**src/hdl/pc_stack_pkg.sv**
```systemverilog
package pc_stack_pkg;
    localparam int PC_W = 21;
    localparam int SP_W = 5;
    localparam int DEPTH = 31;
    localparam logic [4:0] SP_MAX = 5'h1F;
    localparam logic [4:0] SP_ZERO = 5'h00;
    localparam logic [20:0] PC_STEP = 21'h00_0002;
    localparam logic [20:0] RESET_VECTOR = 21'h00_0000;
    localparam logic [20:0] HIGH_VECTOR = 21'h00_0008;
    localparam logic [20:0] LOW_VECTOR = 21'h00_0018;
    localparam logic [20:0] MEM_8K = 21'h00_2000;
    localparam logic [20:0] MEM_16K = 21'h00_4000;
    // Register byte addresses on the AXI4-Lite slave; ADDR_COUNTER_FULL is not decoded and answers SLVERR
    localparam logic [7:0] ADDR_COUNTER_LOW = 8'h00;
    localparam logic [7:0] ADDR_HIGH_LATCH = 8'h04;
    localparam logic [7:0] ADDR_UPPER_LATCH = 8'h08;
    localparam logic [7:0] ADDR_STACK_STATUS = 8'h0C;
    localparam logic [7:0] ADDR_TOP_LOW = 8'h10;
    localparam logic [7:0] ADDR_TOP_HIGH = 8'h14;
    localparam logic [7:0] ADDR_TOP_UPPER = 8'h18;
    localparam logic [7:0] ADDR_CONFIG = 8'h1C;
    localparam logic [7:0] ADDR_COUNTER_FULL = 8'h20;
    // Stack status and config fields, bus responses
    localparam int FULL_BIT = 7;
    localparam int UNDER_BIT = 6;
    localparam int CFG_OVR_BIT = 0;
    localparam logic CFG_OVR_RESET = 1'b1;
    localparam logic [1:0] RESP_OKAY = 2'b00;
    localparam logic [1:0] RESP_SLVERR = 2'b10;
    // Decoder commands
    typedef enum logic [3:0] {
        CMD_NONE, CMD_SEQ, CMD_JUMP, CMD_CALL, CMD_RETURN, CMD_INT_HIGH,
        CMD_INT_LOW, CMD_SW_PUSH, CMD_SW_POP
    } cmd_t;
endpackage : pc_stack_pkg

```
**src/hdl/program_counter_return_stack.sv**
```systemverilog
// Functional notes
// - Program counter is 21 bits wide, covering a 2 Mbyte space.
// - Fetches above implemented memory return all zeros, a no-operation.
// - Reset starts at 0000h; interrupts enter at 0008h or 0018h.
// - Implemented memory is 8 or 16 Kbytes, a build parameter.
// - Low byte directly accessible; upper bytes only through two latches.
// - Writing the low byte loads the upper bytes from the latches.
// - Reading the low byte copies the upper bytes into the latches.
// - Bit zero is always zero; sequential instructions advance by two.
// - Calls, gotos and branches load the target directly, latches unused.
// - 31 by 21-bit stack, 5-bit pointer; push on call/interrupt, pop on return.
// - Push increments then writes; pop reads then decrements.
// - Every reset clears the pointer; entry zero has no storage.
// - Top entry and pointer are software readable and writable.
// - With option set, 31st push stores PC+2, sets full, resets device.
// - With option clear, full at 31, later pushes ignored.
// - Empty pop loads zero, sets underflow; resets device if option set.
// - Full and underflow cleared only by software write or power-on.
// - Status holds full bit 7, underflow bit 6, zero bit 5, pointer 4:0.
// - Software push stores current counter; software pop discards the top.
// - Shadow store saves status, working, bank on interrupt or fast call.
// - Every interrupt overwrites the shadow store, even nested.
`timescale 1ns/100ps
module program_counter_return_stack #(
    parameter bit BIG_MEMORY = 1'b0
) (
    // Clock and resets
    input wire logic sys_clk,
    input wire logic resetn,
    input wire logic por_n,
    // Decoder and interrupt controller
    input wire pc_stack_pkg::cmd_t cmd,
    input wire logic [20:0] target,
    input wire logic fast,
    input wire logic [7:0] status_in,
    input wire logic [7:0] working_register_in,
    input wire logic [7:0] bank_select_register_in,
    // Program address and fetch data
    output logic [20:0] fetch_addr,
    input wire logic [15:0] mem_rdata,
    output logic [15:0] fetch_data,
    // Fast restore and stack reset request
    output logic restore_valid,
    output logic [7:0] status_out,
    output logic [7:0] working_register_out,
    output logic [7:0] bank_select_register_out,
    output logic stack_reset_req,
    // AXI4-Lite slave
    input wire logic [7:0] s_awaddr,
    input wire logic s_awvalid,
    output logic s_awready,
    input wire logic [31:0] s_wdata,
    input wire logic [3:0] s_wstrb,
    input wire logic s_wvalid,
    output logic s_wready,
    output logic [1:0] s_bresp,
    output logic s_bvalid,
    input wire logic s_bready,
    input wire logic [7:0] s_araddr,
    input wire logic s_arvalid,
    output logic s_arready,
    output logic [31:0] s_rdata,
    output logic [1:0] s_rresp,
    output logic s_rvalid,
    input wire logic s_rready
);
    localparam logic [20:0] MEM_TOP = BIG_MEMORY ? pc_stack_pkg::MEM_16K : pc_stack_pkg::MEM_8K;

    logic [20:0] pc_q;
    logic [7:0] high_latch_q;
    logic [4:0] upper_latch_q;
    logic [4:0] sp_q;
    logic full_q;
    logic under_q;
    logic ovr_reset_q;
    logic [20:0] stack_mem [1:31];
    logic [7:0] shadow_status_q, shadow_work_q, shadow_bank_q;

    function automatic logic [20:0] align(input logic [20:0] a);
        return {a[20:1], 1'b0};
    endfunction : align

    // Register write channel
    logic [7:0] aw_addr_q;
    logic aw_have_q, w_have_q;
    logic [31:0] w_data_q;
    logic [3:0] w_strb_q;
    logic wr_go;
    assign wr_go = aw_have_q && w_have_q && !s_bvalid;

    always_ff @(posedge sys_clk or negedge resetn) begin
        if (!resetn) begin
            aw_have_q <= 1'b0;
            w_have_q <= 1'b0;
            aw_addr_q <= 8'h00;
            w_data_q <= 32'h0000_0000;
            w_strb_q <= 4'h0;
            s_awready <= 1'b0;
            s_wready <= 1'b0;
            s_bvalid <= 1'b0;
            s_bresp <= pc_stack_pkg::RESP_OKAY;
        end else begin
            s_awready <= !aw_have_q && !(s_awvalid && s_awready);
            s_wready <= !w_have_q && !(s_wvalid && s_wready);
            if (s_awvalid && s_awready) begin
                aw_have_q <= 1'b1;
                aw_addr_q <= s_awaddr;
            end
            if (s_wvalid && s_wready) begin
                w_have_q <= 1'b1;
                w_data_q <= s_wdata;
                w_strb_q <= s_wstrb;
            end
            if (wr_go) begin
                aw_have_q <= 1'b0;
                w_have_q <= 1'b0;
                s_bvalid <= 1'b1;
                s_bresp <= (aw_addr_q > pc_stack_pkg::ADDR_CONFIG || aw_addr_q[1:0] != 2'b00)
                    ? pc_stack_pkg::RESP_SLVERR : pc_stack_pkg::RESP_OKAY;
            end else if (s_bvalid && s_bready) begin
                s_bvalid <= 1'b0;
            end
        end
    end

    logic sw_we;
    assign sw_we = wr_go && w_strb_q[0];
    logic wr_pcl, wr_hl, wr_ul, wr_stat, wr_tl, wr_th, wr_tu, wr_cfg;
    assign wr_pcl = sw_we && aw_addr_q == pc_stack_pkg::ADDR_COUNTER_LOW;
    assign wr_hl = sw_we && aw_addr_q == pc_stack_pkg::ADDR_HIGH_LATCH;
    assign wr_ul = sw_we && aw_addr_q == pc_stack_pkg::ADDR_UPPER_LATCH;
    assign wr_stat = sw_we && aw_addr_q == pc_stack_pkg::ADDR_STACK_STATUS;
    assign wr_tl = sw_we && aw_addr_q == pc_stack_pkg::ADDR_TOP_LOW;
    assign wr_th = sw_we && aw_addr_q == pc_stack_pkg::ADDR_TOP_HIGH;
    assign wr_tu = sw_we && aw_addr_q == pc_stack_pkg::ADDR_TOP_UPPER;
    assign wr_cfg = sw_we && aw_addr_q == pc_stack_pkg::ADDR_CONFIG;

    // Read channel
    logic rd_go, rd_pcl;
    assign rd_go = s_arvalid && s_arready;
    assign rd_pcl = rd_go && s_araddr == pc_stack_pkg::ADDR_COUNTER_LOW;
    logic [20:0] top_val;
    assign top_val = (sp_q == pc_stack_pkg::SP_ZERO) ? 21'h00_0000 : stack_mem[sp_q];

    always_ff @(posedge sys_clk or negedge resetn) begin
        if (!resetn) begin
            s_arready <= 1'b0;
            s_rvalid <= 1'b0;
            s_rdata <= 32'h0000_0000;
            s_rresp <= pc_stack_pkg::RESP_OKAY;
        end else begin
            s_arready <= !s_rvalid && !rd_go;
            if (rd_go) begin
                s_rvalid <= 1'b1;
                s_rresp <= pc_stack_pkg::RESP_OKAY;
                case (s_araddr)
                    pc_stack_pkg::ADDR_COUNTER_LOW: s_rdata <= {24'h00_0000, pc_q[7:0]};
                    pc_stack_pkg::ADDR_HIGH_LATCH: s_rdata <= {24'h00_0000, high_latch_q};
                    pc_stack_pkg::ADDR_UPPER_LATCH: s_rdata <= {27'h000_0000, upper_latch_q};
                    pc_stack_pkg::ADDR_STACK_STATUS: s_rdata <= {24'h00_0000, full_q, under_q, 1'b0, sp_q};
                    pc_stack_pkg::ADDR_TOP_LOW: s_rdata <= {24'h00_0000, top_val[7:0]};
                    pc_stack_pkg::ADDR_TOP_HIGH: s_rdata <= {24'h00_0000, top_val[15:8]};
                    pc_stack_pkg::ADDR_TOP_UPPER: s_rdata <= {27'h000_0000, top_val[20:16]};
                    pc_stack_pkg::ADDR_CONFIG: s_rdata <= {31'h0000_0000, ovr_reset_q};
                    default: begin
                        s_rdata <= 32'h0000_0000;
                        s_rresp <= pc_stack_pkg::RESP_SLVERR;
                    end
                endcase
            end else if (s_rvalid && s_rready) begin
                s_rvalid <= 1'b0;
            end
        end
    end

    // Stack events
    logic is_push, is_pop, is_int, overflow_ev, under_ev, stack_rst;
    assign is_int = cmd == pc_stack_pkg::CMD_INT_HIGH || cmd == pc_stack_pkg::CMD_INT_LOW;
    assign is_push = cmd == pc_stack_pkg::CMD_CALL || is_int || cmd == pc_stack_pkg::CMD_SW_PUSH;
    assign is_pop = cmd == pc_stack_pkg::CMD_RETURN || cmd == pc_stack_pkg::CMD_SW_POP;
    assign overflow_ev = is_push && sp_q >= 5'(pc_stack_pkg::DEPTH - 1);
    assign under_ev = is_pop && sp_q == pc_stack_pkg::SP_ZERO;
    assign stack_rst = ovr_reset_q && (overflow_ev || under_ev);

    // Configuration option, power-on default set
    always_ff @(posedge sys_clk or negedge por_n) begin
        if (!por_n) begin
            ovr_reset_q <= pc_stack_pkg::CFG_OVR_RESET;
        end else if (wr_cfg) begin
            ovr_reset_q <= w_data_q[pc_stack_pkg::CFG_OVR_BIT];
        end
    end

    // flags survive all but power-on; set wins over clear
    always_ff @(posedge sys_clk or negedge por_n) begin
        if (!por_n) begin
            full_q <= 1'b0;
            under_q <= 1'b0;
        end else begin
            if (overflow_ev) begin
                full_q <= 1'b1;
            end else if (wr_stat && !w_data_q[pc_stack_pkg::FULL_BIT]) begin
                full_q <= 1'b0;
            end
            if (under_ev) begin
                under_q <= 1'b1;
            end else if (wr_stat && !w_data_q[pc_stack_pkg::UNDER_BIT]) begin
                under_q <= 1'b0;
            end
        end
    end

    // pointer cleared by every reset, pointer moves
    always_ff @(posedge sys_clk or negedge resetn) begin
        if (!resetn) begin
            sp_q <= pc_stack_pkg::SP_ZERO;
        end else if (stack_rst) begin
            sp_q <= pc_stack_pkg::SP_ZERO;
        end else if (is_push) begin
            if (sp_q != pc_stack_pkg::SP_MAX) begin
                sp_q <= sp_q + 5'h01;
            end
        end else if (is_pop) begin
            if (sp_q != pc_stack_pkg::SP_ZERO) begin
                sp_q <= sp_q - 5'h01;
            end
        end else if (wr_stat) begin
            sp_q <= w_data_q[4:0];
        end
    end

    logic [20:0] push_val;
    assign push_val = (cmd == pc_stack_pkg::CMD_SW_PUSH) ? pc_q : align(pc_q + pc_stack_pkg::PC_STEP);
    always_ff @(posedge sys_clk) begin
        if (is_push && sp_q != pc_stack_pkg::SP_MAX) begin
            stack_mem[sp_q + 5'h01] <= push_val;
        end else if (!is_pop && sp_q != pc_stack_pkg::SP_ZERO) begin
            if (wr_tl) stack_mem[sp_q][7:0] <= w_data_q[7:0];
            if (wr_th) stack_mem[sp_q][15:8] <= w_data_q[7:0];
            if (wr_tu) stack_mem[sp_q][20:16] <= w_data_q[4:0];
        end
    end

    // holding latches, untouched by calls and returns
    always_ff @(posedge sys_clk or negedge resetn) begin
        if (!resetn) begin
            high_latch_q <= 8'h00;
            upper_latch_q <= 5'h00;
        end else if (rd_pcl) begin
            high_latch_q <= pc_q[15:8];
            upper_latch_q <= pc_q[20:16];
        end else begin
            if (wr_hl) high_latch_q <= w_data_q[7:0];
            if (wr_ul) upper_latch_q <= w_data_q[4:0];
        end
    end

    // Program counter
    always_ff @(posedge sys_clk or negedge resetn) begin
        if (!resetn) begin
            pc_q <= pc_stack_pkg::RESET_VECTOR;
        end else if (stack_rst) begin
            pc_q <= pc_stack_pkg::RESET_VECTOR;
        end else begin
            case (cmd)
                pc_stack_pkg::CMD_SEQ: pc_q <= align(pc_q + pc_stack_pkg::PC_STEP);
                pc_stack_pkg::CMD_JUMP, pc_stack_pkg::CMD_CALL: pc_q <= align(target);
                pc_stack_pkg::CMD_INT_HIGH: pc_q <= pc_stack_pkg::HIGH_VECTOR;
                pc_stack_pkg::CMD_INT_LOW: pc_q <= pc_stack_pkg::LOW_VECTOR;
                pc_stack_pkg::CMD_RETURN: pc_q <= under_ev ? 21'h00_0000 : align(stack_mem[sp_q]);
                pc_stack_pkg::CMD_SW_PUSH, pc_stack_pkg::CMD_SW_POP: pc_q <= align(pc_q + pc_stack_pkg::PC_STEP);
                default: begin
                    // low byte write loads upper bytes
                    if (wr_pcl) begin
                        pc_q <= {upper_latch_q, high_latch_q, w_data_q[7:1], 1'b0};
                    end
                end
            endcase
        end
    end

    always_ff @(posedge sys_clk or negedge resetn) begin
        if (!resetn) begin
            shadow_status_q <= 8'h00;
            shadow_work_q <= 8'h00;
            shadow_bank_q <= 8'h00;
        end else if (is_int || (cmd == pc_stack_pkg::CMD_CALL && fast)) begin
            shadow_status_q <= status_in;
            shadow_work_q <= working_register_in;
            shadow_bank_q <= bank_select_register_in;
        end
    end

    // Outputs
    always_ff @(posedge sys_clk or negedge resetn) begin
        if (!resetn) begin
            restore_valid <= 1'b0;
            status_out <= 8'h00;
            working_register_out <= 8'h00;
            bank_select_register_out <= 8'h00;
            stack_reset_req <= 1'b0;
            fetch_data <= 16'h0000;
        end else begin
            restore_valid <= cmd == pc_stack_pkg::CMD_RETURN && fast;
            status_out <= shadow_status_q;
            working_register_out <= shadow_work_q;
            bank_select_register_out <= shadow_bank_q;
            stack_reset_req <= stack_rst;
            fetch_data <= (pc_q >= MEM_TOP) ? 16'h0000 : mem_rdata;
        end
    end
    assign fetch_addr = pc_q;

    // Assertions
    // alignment
    a_pc_even_align: assert property (@(posedge sys_clk) disable iff (!resetn)
        pc_q[0] == 1'b0)
        else $error("counter bit zero set");
    a_seq_step: assert property (@(posedge sys_clk) disable iff (!resetn)
        (cmd == pc_stack_pkg::CMD_SEQ && !stack_rst) |=> pc_q == align($past(pc_q) + 21'h00_0002))
        else $error("sequential step not two");
    a_sp_saturate: assert property (@(posedge sys_clk) disable iff (!resetn)
        (is_push && sp_q == 5'h1F && !ovr_reset_q) |=> sp_q == 5'h1F)
        else $error("pointer moved past 31");
    a_ovr_reset_sp: assert property (@(posedge sys_clk) disable iff (!resetn)
        (overflow_ev && ovr_reset_q) |=> sp_q == 5'h00 && full_q && stack_reset_req)
        else $error("overflow reset wrong");
    a_underflow_pc: assert property (@(posedge sys_clk) disable iff (!resetn || !por_n)
        (cmd == pc_stack_pkg::CMD_RETURN && sp_q == 5'h00) |=> pc_q == 21'h00_0000 && under_q)
        else $error("underflow handling wrong");
    a_call_return: assert property (@(posedge sys_clk) disable iff (!resetn)
        (cmd == pc_stack_pkg::CMD_CALL && sp_q < 5'h1E)
        ##1 (cmd == pc_stack_pkg::CMD_NONE && !sw_we) ##1 (cmd == pc_stack_pkg::CMD_RETURN)
        |=> pc_q == align($past(pc_q, 3) + 21'h00_0002))
        else $error("return address wrong");
    a_pcl_write: assert property (@(posedge sys_clk) disable iff (!resetn)
        (wr_pcl && cmd == pc_stack_pkg::CMD_NONE)
        |=> pc_q[20:8] == {$past(upper_latch_q), $past(high_latch_q)})
        else $error("latch transfer missing");
    a_pcl_read: assert property (@(posedge sys_clk) disable iff (!resetn)
        rd_pcl |=> high_latch_q == $past(pc_q[15:8]) && upper_latch_q == $past(pc_q[20:16]))
        else $error("latch copy missing");
    a_int_vector: assert property (@(posedge sys_clk) disable iff (!resetn)
        (cmd == pc_stack_pkg::CMD_INT_HIGH && !stack_rst) |=> pc_q == 21'h00_0008)
        else $error("high vector wrong");
    a_shadow_cap: assert property (@(posedge sys_clk) disable iff (!resetn)
        is_int |=> shadow_work_q == $past(working_register_in))
        else $error("shadow not captured");
endmodule : program_counter_return_stack

```
**config.mk**
```make
export PLATFORM = sky130hd
export DESIGN_NAME = program_counter_return_stack
export DESIGN_NICKNAME = d
export VERILOG_FILES = /design/src/hdl/pc_stack_pkg.sv /design/src/hdl/program_counter_return_stack.sv
export SDC_FILE = /design/constraint.sdc
export NUM_CORES = 1
export LEC_CHECK = 0
export BUFFER_PORTS_ARGS = -buffer_cell sky130_fd_sc_hd__buf_4
export CAP_MARGIN = 10
export CORE_ASPECT_RATIO = 0.75
export CORE_MARGIN = 2
export CORE_UTILIZATION = 50
export DETAILED_ROUTE_END_ITERATION = 8
export PLACE_DENSITY_LB_ADDON = 0.25
export SETUP_SLACK_MARGIN = 0.4
export SLEW_MARGIN = 20
export SYNTH_ARGS = -nofsm -noshare
export SYNTH_HDL_FRONTEND = slang
export SYNTH_SLANG_ARGS = --single-unit
```
**constraint.sdc**
```tcl
create_clock -name sys_clk -period 5 [get_ports sys_clk]
set_input_delay 1 -clock sys_clk [delete_from_list [all_inputs] [get_ports sys_clk]]
set_output_delay 1 -clock sys_clk [all_outputs]
set_load 0.005 [all_outputs]
```
==> metrics.log <==
[metrics] outcome: finished clean
[metrics] first-pass GRT wire length: between 100000 and 150000 um
[metrics] largest family of logic cells by synthesized area: multiplexers
[metrics] number of enable flip-flop cells after synthesis: 651
[metrics] busiest grt layer: met1
[metrics] setup repair bufs after CTS: 0
[metrics] delay of the slowest cell on the worst path: between 0.7 and 0.8 ns
[metrics] cells taking the most area after synthesis: sky130_fd_sc_hd__edfxtp_1 59%, sky130_fd_sc_hd__dfrtp_1 10%, sky130_fd_sc_hd__mux4_2 7.5%
[metrics] synthesized cell area: between 30000 and 40000 um^2
[metrics] via count of the routed design: around 21000
[metrics] via count of the first global-routing pass: approximately 20000
[metrics] CP startpoint kind: register
[metrics] Routed WL: 93100 um
[metrics] antenna violation net count after detailed routing: 0
[metrics] clock-pin slew on the worst setup and hold paths: 0.07 ns
[metrics] number of H-tree branching levels: 3
[metrics] HPWL after detailed placement: 62700 um
[metrics] Achievable Freq: 243 MHz
[metrics] layout overhead on the synthesized area: 15.4%
[metrics] number of instances in the synthesized netlist: about 2100
[metrics] grt met3 use: 6.59%
[metrics] Clk Latency, worst-skew pair: roughly 0.64 ns
[metrics] global routing met2 resource utilization: 38.5%
[metrics] Hold Worst Slack: approximately 0.14 ns
[metrics] GRT met1 Usage: 42.4%
[metrics] overflow left after global routing: 0
[metrics] Final Cycle Share: just over 80%
[metrics] kind of capture point of the worst setup path: register
[metrics] pre-CTS setup slack: just under 0.9 ns
[metrics] Crit path arrival time: 4.49 ns
[metrics] unrepaired setup endpoints after global routing: no
[metrics] quantity of I/O buffers inserted on ports: between 150 and 200
[metrics] final worst setup slack: around 0.88 ns
[metrics] top cell type by total area after synthesis: sky130_fd_sc_hd__edfxtp_1
[metrics] crit-path max FO: 29
[metrics] root buffer cell: sky130_fd_sc_hd__clkbuf_16
[metrics] final clock skew: between 0.02 and 0.03 ns
[metrics] GRT Overall Usage: a little over a quarter
[metrics] Final Slew Violations: 0
[metrics] post-synthesis register bit count: 792
[metrics] required time of the critical path: around 5.4 ns
[metrics] worst min path class: in -> async
[metrics] number of iterations in the first detailed-routing pass: 8
[metrics] # nets final: roughly 2500
[metrics] average vias per placed instance: about 6.3
[metrics] Slew Limit Headroom: between 20% and 30%
[metrics] yosys synthesis warning count: 0
[metrics] sinks on the clock net: 792
[metrics] Setup CP Type: reg -> reg
[metrics] TritonCTS clock tree: done
[metrics] initial standard-cell utilization of the core: 50.2%
[metrics] proportion of synthesized area in mux cells: between 10 and 15%
[metrics] area share of the largest cell type after synthesis: approximately three fifths
[metrics] number of buffers inserted during clock tree synthesis: 76
[metrics] mean cell area of the mapped netlist: about 16 um^2
[metrics] remaining design rule violation count: 0
[metrics] actual transition at the worst max-transition pin: around 1.1 ns
[metrics] leading register cell type out of synthesis: sky130_fd_sc_hd__edfxtp_1
[metrics] row count: 82
[metrics] floorplan die width: just over 300 um
[metrics] reg-to-reg critical path startpoint: sp_q[1]$_DFFE_PN0P_
[metrics] fraction of final layout cells sized beyond drive strength 1: between 20% and 30%
[metrics] post-synthesis simple-gate area fraction: a little over 7%
[metrics] final hold violation count: 0
[metrics] xor and xnor area share after synthesis: 1.05%
[metrics] number of distinct standard cells referenced by the synthesized netlist: 85
[metrics] Ant. Diodes: 0
[metrics] VDD IR-drop max: around 460 uV
[metrics] Pwr per Cell Area: 546 nW/um^2
[metrics] maximum number of pins on one net before global-route repair: 100
[metrics] area of the placeable core: 66500 um^2
[metrics] maximum number of buffers from clock root to sink: 3
[metrics] First DRT Iteration DRCs: around 2600
[metrics] post-layout utilization of the core: ~58%
[metrics] full die area: 68900 um^2
[metrics] number of buffers added to fix hold violations after cts: 0
[metrics] worst flop-to-flop path endpoint: stack_mem[21][13]$_DFFE_PP_
[metrics] leakage: ~14 nW
[metrics] antenna violations before repair: 2
[metrics] WL/cell: 28.1 um
[metrics] Crit-path slowest cell: sky130_fd_sc_hd__a21oi_2
[metrics] top-level I/O count: 230
[metrics] Setup TNS Final: 0 ns
[metrics] Final Setup Violations: 0
[metrics] maximum capacitance violations: 0
[metrics] cell-by-cell listing of the critical path: ha_1, and3_1, ha_1, inv_1, nand3_1, and4_1, nor2_1, a21oi_2, buf_4, nor2_1, buf_4
[metrics] Synth Area in Compound Gates: roughly 6.3%
[metrics] die span in y: between 200 and 250 um
[metrics] R2R Setup Slk: 0.88 ns
[metrics] post-synthesis adder-cell area fraction: less than 1%
[metrics] fill count: approximately 5000
[metrics] cts repair resizes: 0
[metrics] share of synthesized flip-flops with an asynchronous set or reset: between 15 and 20%
[metrics] final weighted congestion of routability-driven global placement: 0.992
[metrics] sequential share of the synthesized area: about 69%
[metrics] shortest period the worst path allows: between 4 and 5 ns
[metrics] cell depth of the worst flop-to-flop path: 11
==> stage by stage <==
stage               cells  total power, mW  cell area (um^2)
finish               3309             21.0             38500
global route         3309             21.7             38500
CTS                  3309             21.0             38500
detailed placement   3178             15.4             36200
global placement     3177             15.3             36200
floorplan            2141             12.6             33500
==> logic make-up (layout without fill, tap and decap cells) <==
kind of cell / after synthesis / after routing
DFF: 792 / 792
buffers and inverters: 168 / 454
xor gates and xnor gates: 39 / 39
adders and majority gates: 8 / 8
and+or+nand+nor: 501 / 501
other: 1 / 27
AOI/OAI and AO/OA: 312 / 312
muxes: 294 / 294
==> critical path, delay by kind of cell, from the launching register on <==
| family | cells | cell delay (ns) |
|---|---|---|
| AO/OA/AOI/OAI | 1 | 0.76 |
| adder cells (fa/ha/maj) | 2 | 0.60 |
| buffers and inverters | 3 | 0.64 |
| flip-flops | 1 | 0.68 |
| AND/OR/NAND/NOR | 5 | 1.15 |
==> Yosys cell counts, types with 5 or more instances <==
library cell / instances
sky130_fd_sc_hd__and2_1: 30
sky130_fd_sc_hd__a22o_1: 5
sky130_fd_sc_hd__nor2_1: 208
sky130_fd_sc_hd__xnor2_1: 30
sky130_fd_sc_hd__ha_1: 7
sky130_fd_sc_hd__nor3_1: 30
sky130_fd_sc_hd__a211o_1: 7
sky130_fd_sc_hd__or4_1: 8
sky130_fd_sc_hd__or3_1: 6
sky130_fd_sc_hd__nand4_1: 14
sky130_fd_sc_hd__mux2_2: 49
sky130_fd_sc_hd__buf_4: 33
sky130_fd_sc_hd__and3_1: 17
sky130_fd_sc_hd__a211oi_1: 13
sky130_fd_sc_hd__o31ai_1: 8
sky130_fd_sc_hd__nand2_1: 98
sky130_fd_sc_hd__a31oi_1: 13
sky130_fd_sc_hd__buf_1: 5
sky130_fd_sc_hd__a21oi_1: 89
sky130_fd_sc_hd__a22oi_1: 38
sky130_fd_sc_hd__o22ai_1: 13
sky130_fd_sc_hd__nor2b_1: 11
sky130_fd_sc_hd__nand3_1: 34
sky130_fd_sc_hd__xor2_1: 8
sky130_fd_sc_hd__mux4_1: 5
sky130_fd_sc_hd__mux2i_1: 128
sky130_fd_sc_hd__a221oi_1: 17
sky130_fd_sc_hd__nand2b_1: 8
sky130_fd_sc_hd__mux4_2: 111
sky130_fd_sc_hd__buf_2: 53
sky130_fd_sc_hd__dfrtp_1: 140
sky130_fd_sc_hd__o221ai_1: 7
sky130_fd_sc_hd__clkbuf_1: 46
sky130_fd_sc_hd__inv_1: 13
sky130_fd_sc_hd__o21ai_0: 44
sky130_fd_sc_hd__o211ai_1: 14
sky130_fd_sc_hd__nand3b_1: 8
sky130_fd_sc_hd__edfxtp_1: 651
sky130_fd_sc_hd__buf_6: 11
sky130_fd_sc_hd__nor4_1: 9
==> routing by layer <==
| layer | up-vias | part of all wire (%) | wire (um) |
|---|---|---|---|
| met5 | - | 0.020 | 19 |
| met4 | 2 | 2.9 | 2700 |
| met3 | 192 | 11 | 10400 |
| met2 | 1174 | 44 | 40600 |
| met1 | 10637 | 42 | 39300 |
| li1 | 8705 | - | - |
==> cell type report <==
class	instances	area (um^2)	area share, %
Sequential cell	792	23100	59.9
Multi-Input combinational cell	1181	9590	24.9
Timing Repair Buffer	306	2330	6.05
Clock buffer	97	2070	5.38
Tap cell	882	1100	2.86
Clock inverter	34	289	0.750
Inverter	17	63.8	0.166
==> worst max path at each step <==
stage,start,to,cells after the start
global route,sp_q[1]$_DFFE_PN0P_,stack_mem[21][13]$_DFFE_PP_,11
CTS,sp_q[1]$_DFFE_PN0P_,stack_mem[21][13]$_DFFE_PP_,11
finish,sp_q[1]$_DFFE_PN0P_,stack_mem[21][13]$_DFFE_PP_,11
floorplan,sp_q[0]$_DFFE_PN0P_,stack_mem[10][19]$_DFFE_PP_,11
global placement,sp_q[1]$_DFFE_PN0P_,stack_mem[21][8]$_DFFE_PP_,11
detailed placement,sp_q[1]$_DFFE_PN0P_,stack_mem[21][10]$_DFFE_PP_,11
==> power breakdown <==
part / switching (mW) / internal, mW / total (mW)
clock network: 2.44 / 3.14 / 5.58
logic: 4.48 / 2.41 / 6.89
registers: 0.514 / 8.06 / 8.57
==> state kept, by name (all words and copies together) (netlist names), 5 cells and up <==
| register | flops |
|---|---|
| stack_mem | 651 |
| fetch_addr | 20 |
| fetch_data | 16 |
| aw_addr_q | 8 |
| bank_select_register_out | 8 |
| high_latch_q | 8 |
| s_rdata | 8 |
| shadow_bank_q | 8 |
| shadow_status_q | 8 |
| shadow_work_q | 8 |
| status_out | 8 |
| w_data_q | 8 |
| working_register_out | 8 |
| sp_q | 5 |
| upper_latch_q | 5 |
==> cells in the final DEF (no fill, tap or decap), drive strengths merged, types with 19 or more instances in the layout <==
cell type | Yosys | routed
nand3 | 34 | 34
edfxtp | 651 | 651
xnor2 | 31 | 31
a21oi | 91 | 91
dfrtp | 140 | 140
mux4 | 116 | 116
clkbuf | 47 | 97
nor3 | 30 | 30
nor2 | 209 | 209
mux2 | 49 | 49
mux2i | 129 | 129
and2 | 30 | 30
inv | 15 | 19
o21ai | 45 | 45
buf | 104 | 306
conb | 1 | 27
clkinv | 2 | 26
a22oi | 38 | 38
nand2 | 98 | 98
No activity file was read; power rests on OpenSTA's default activity.
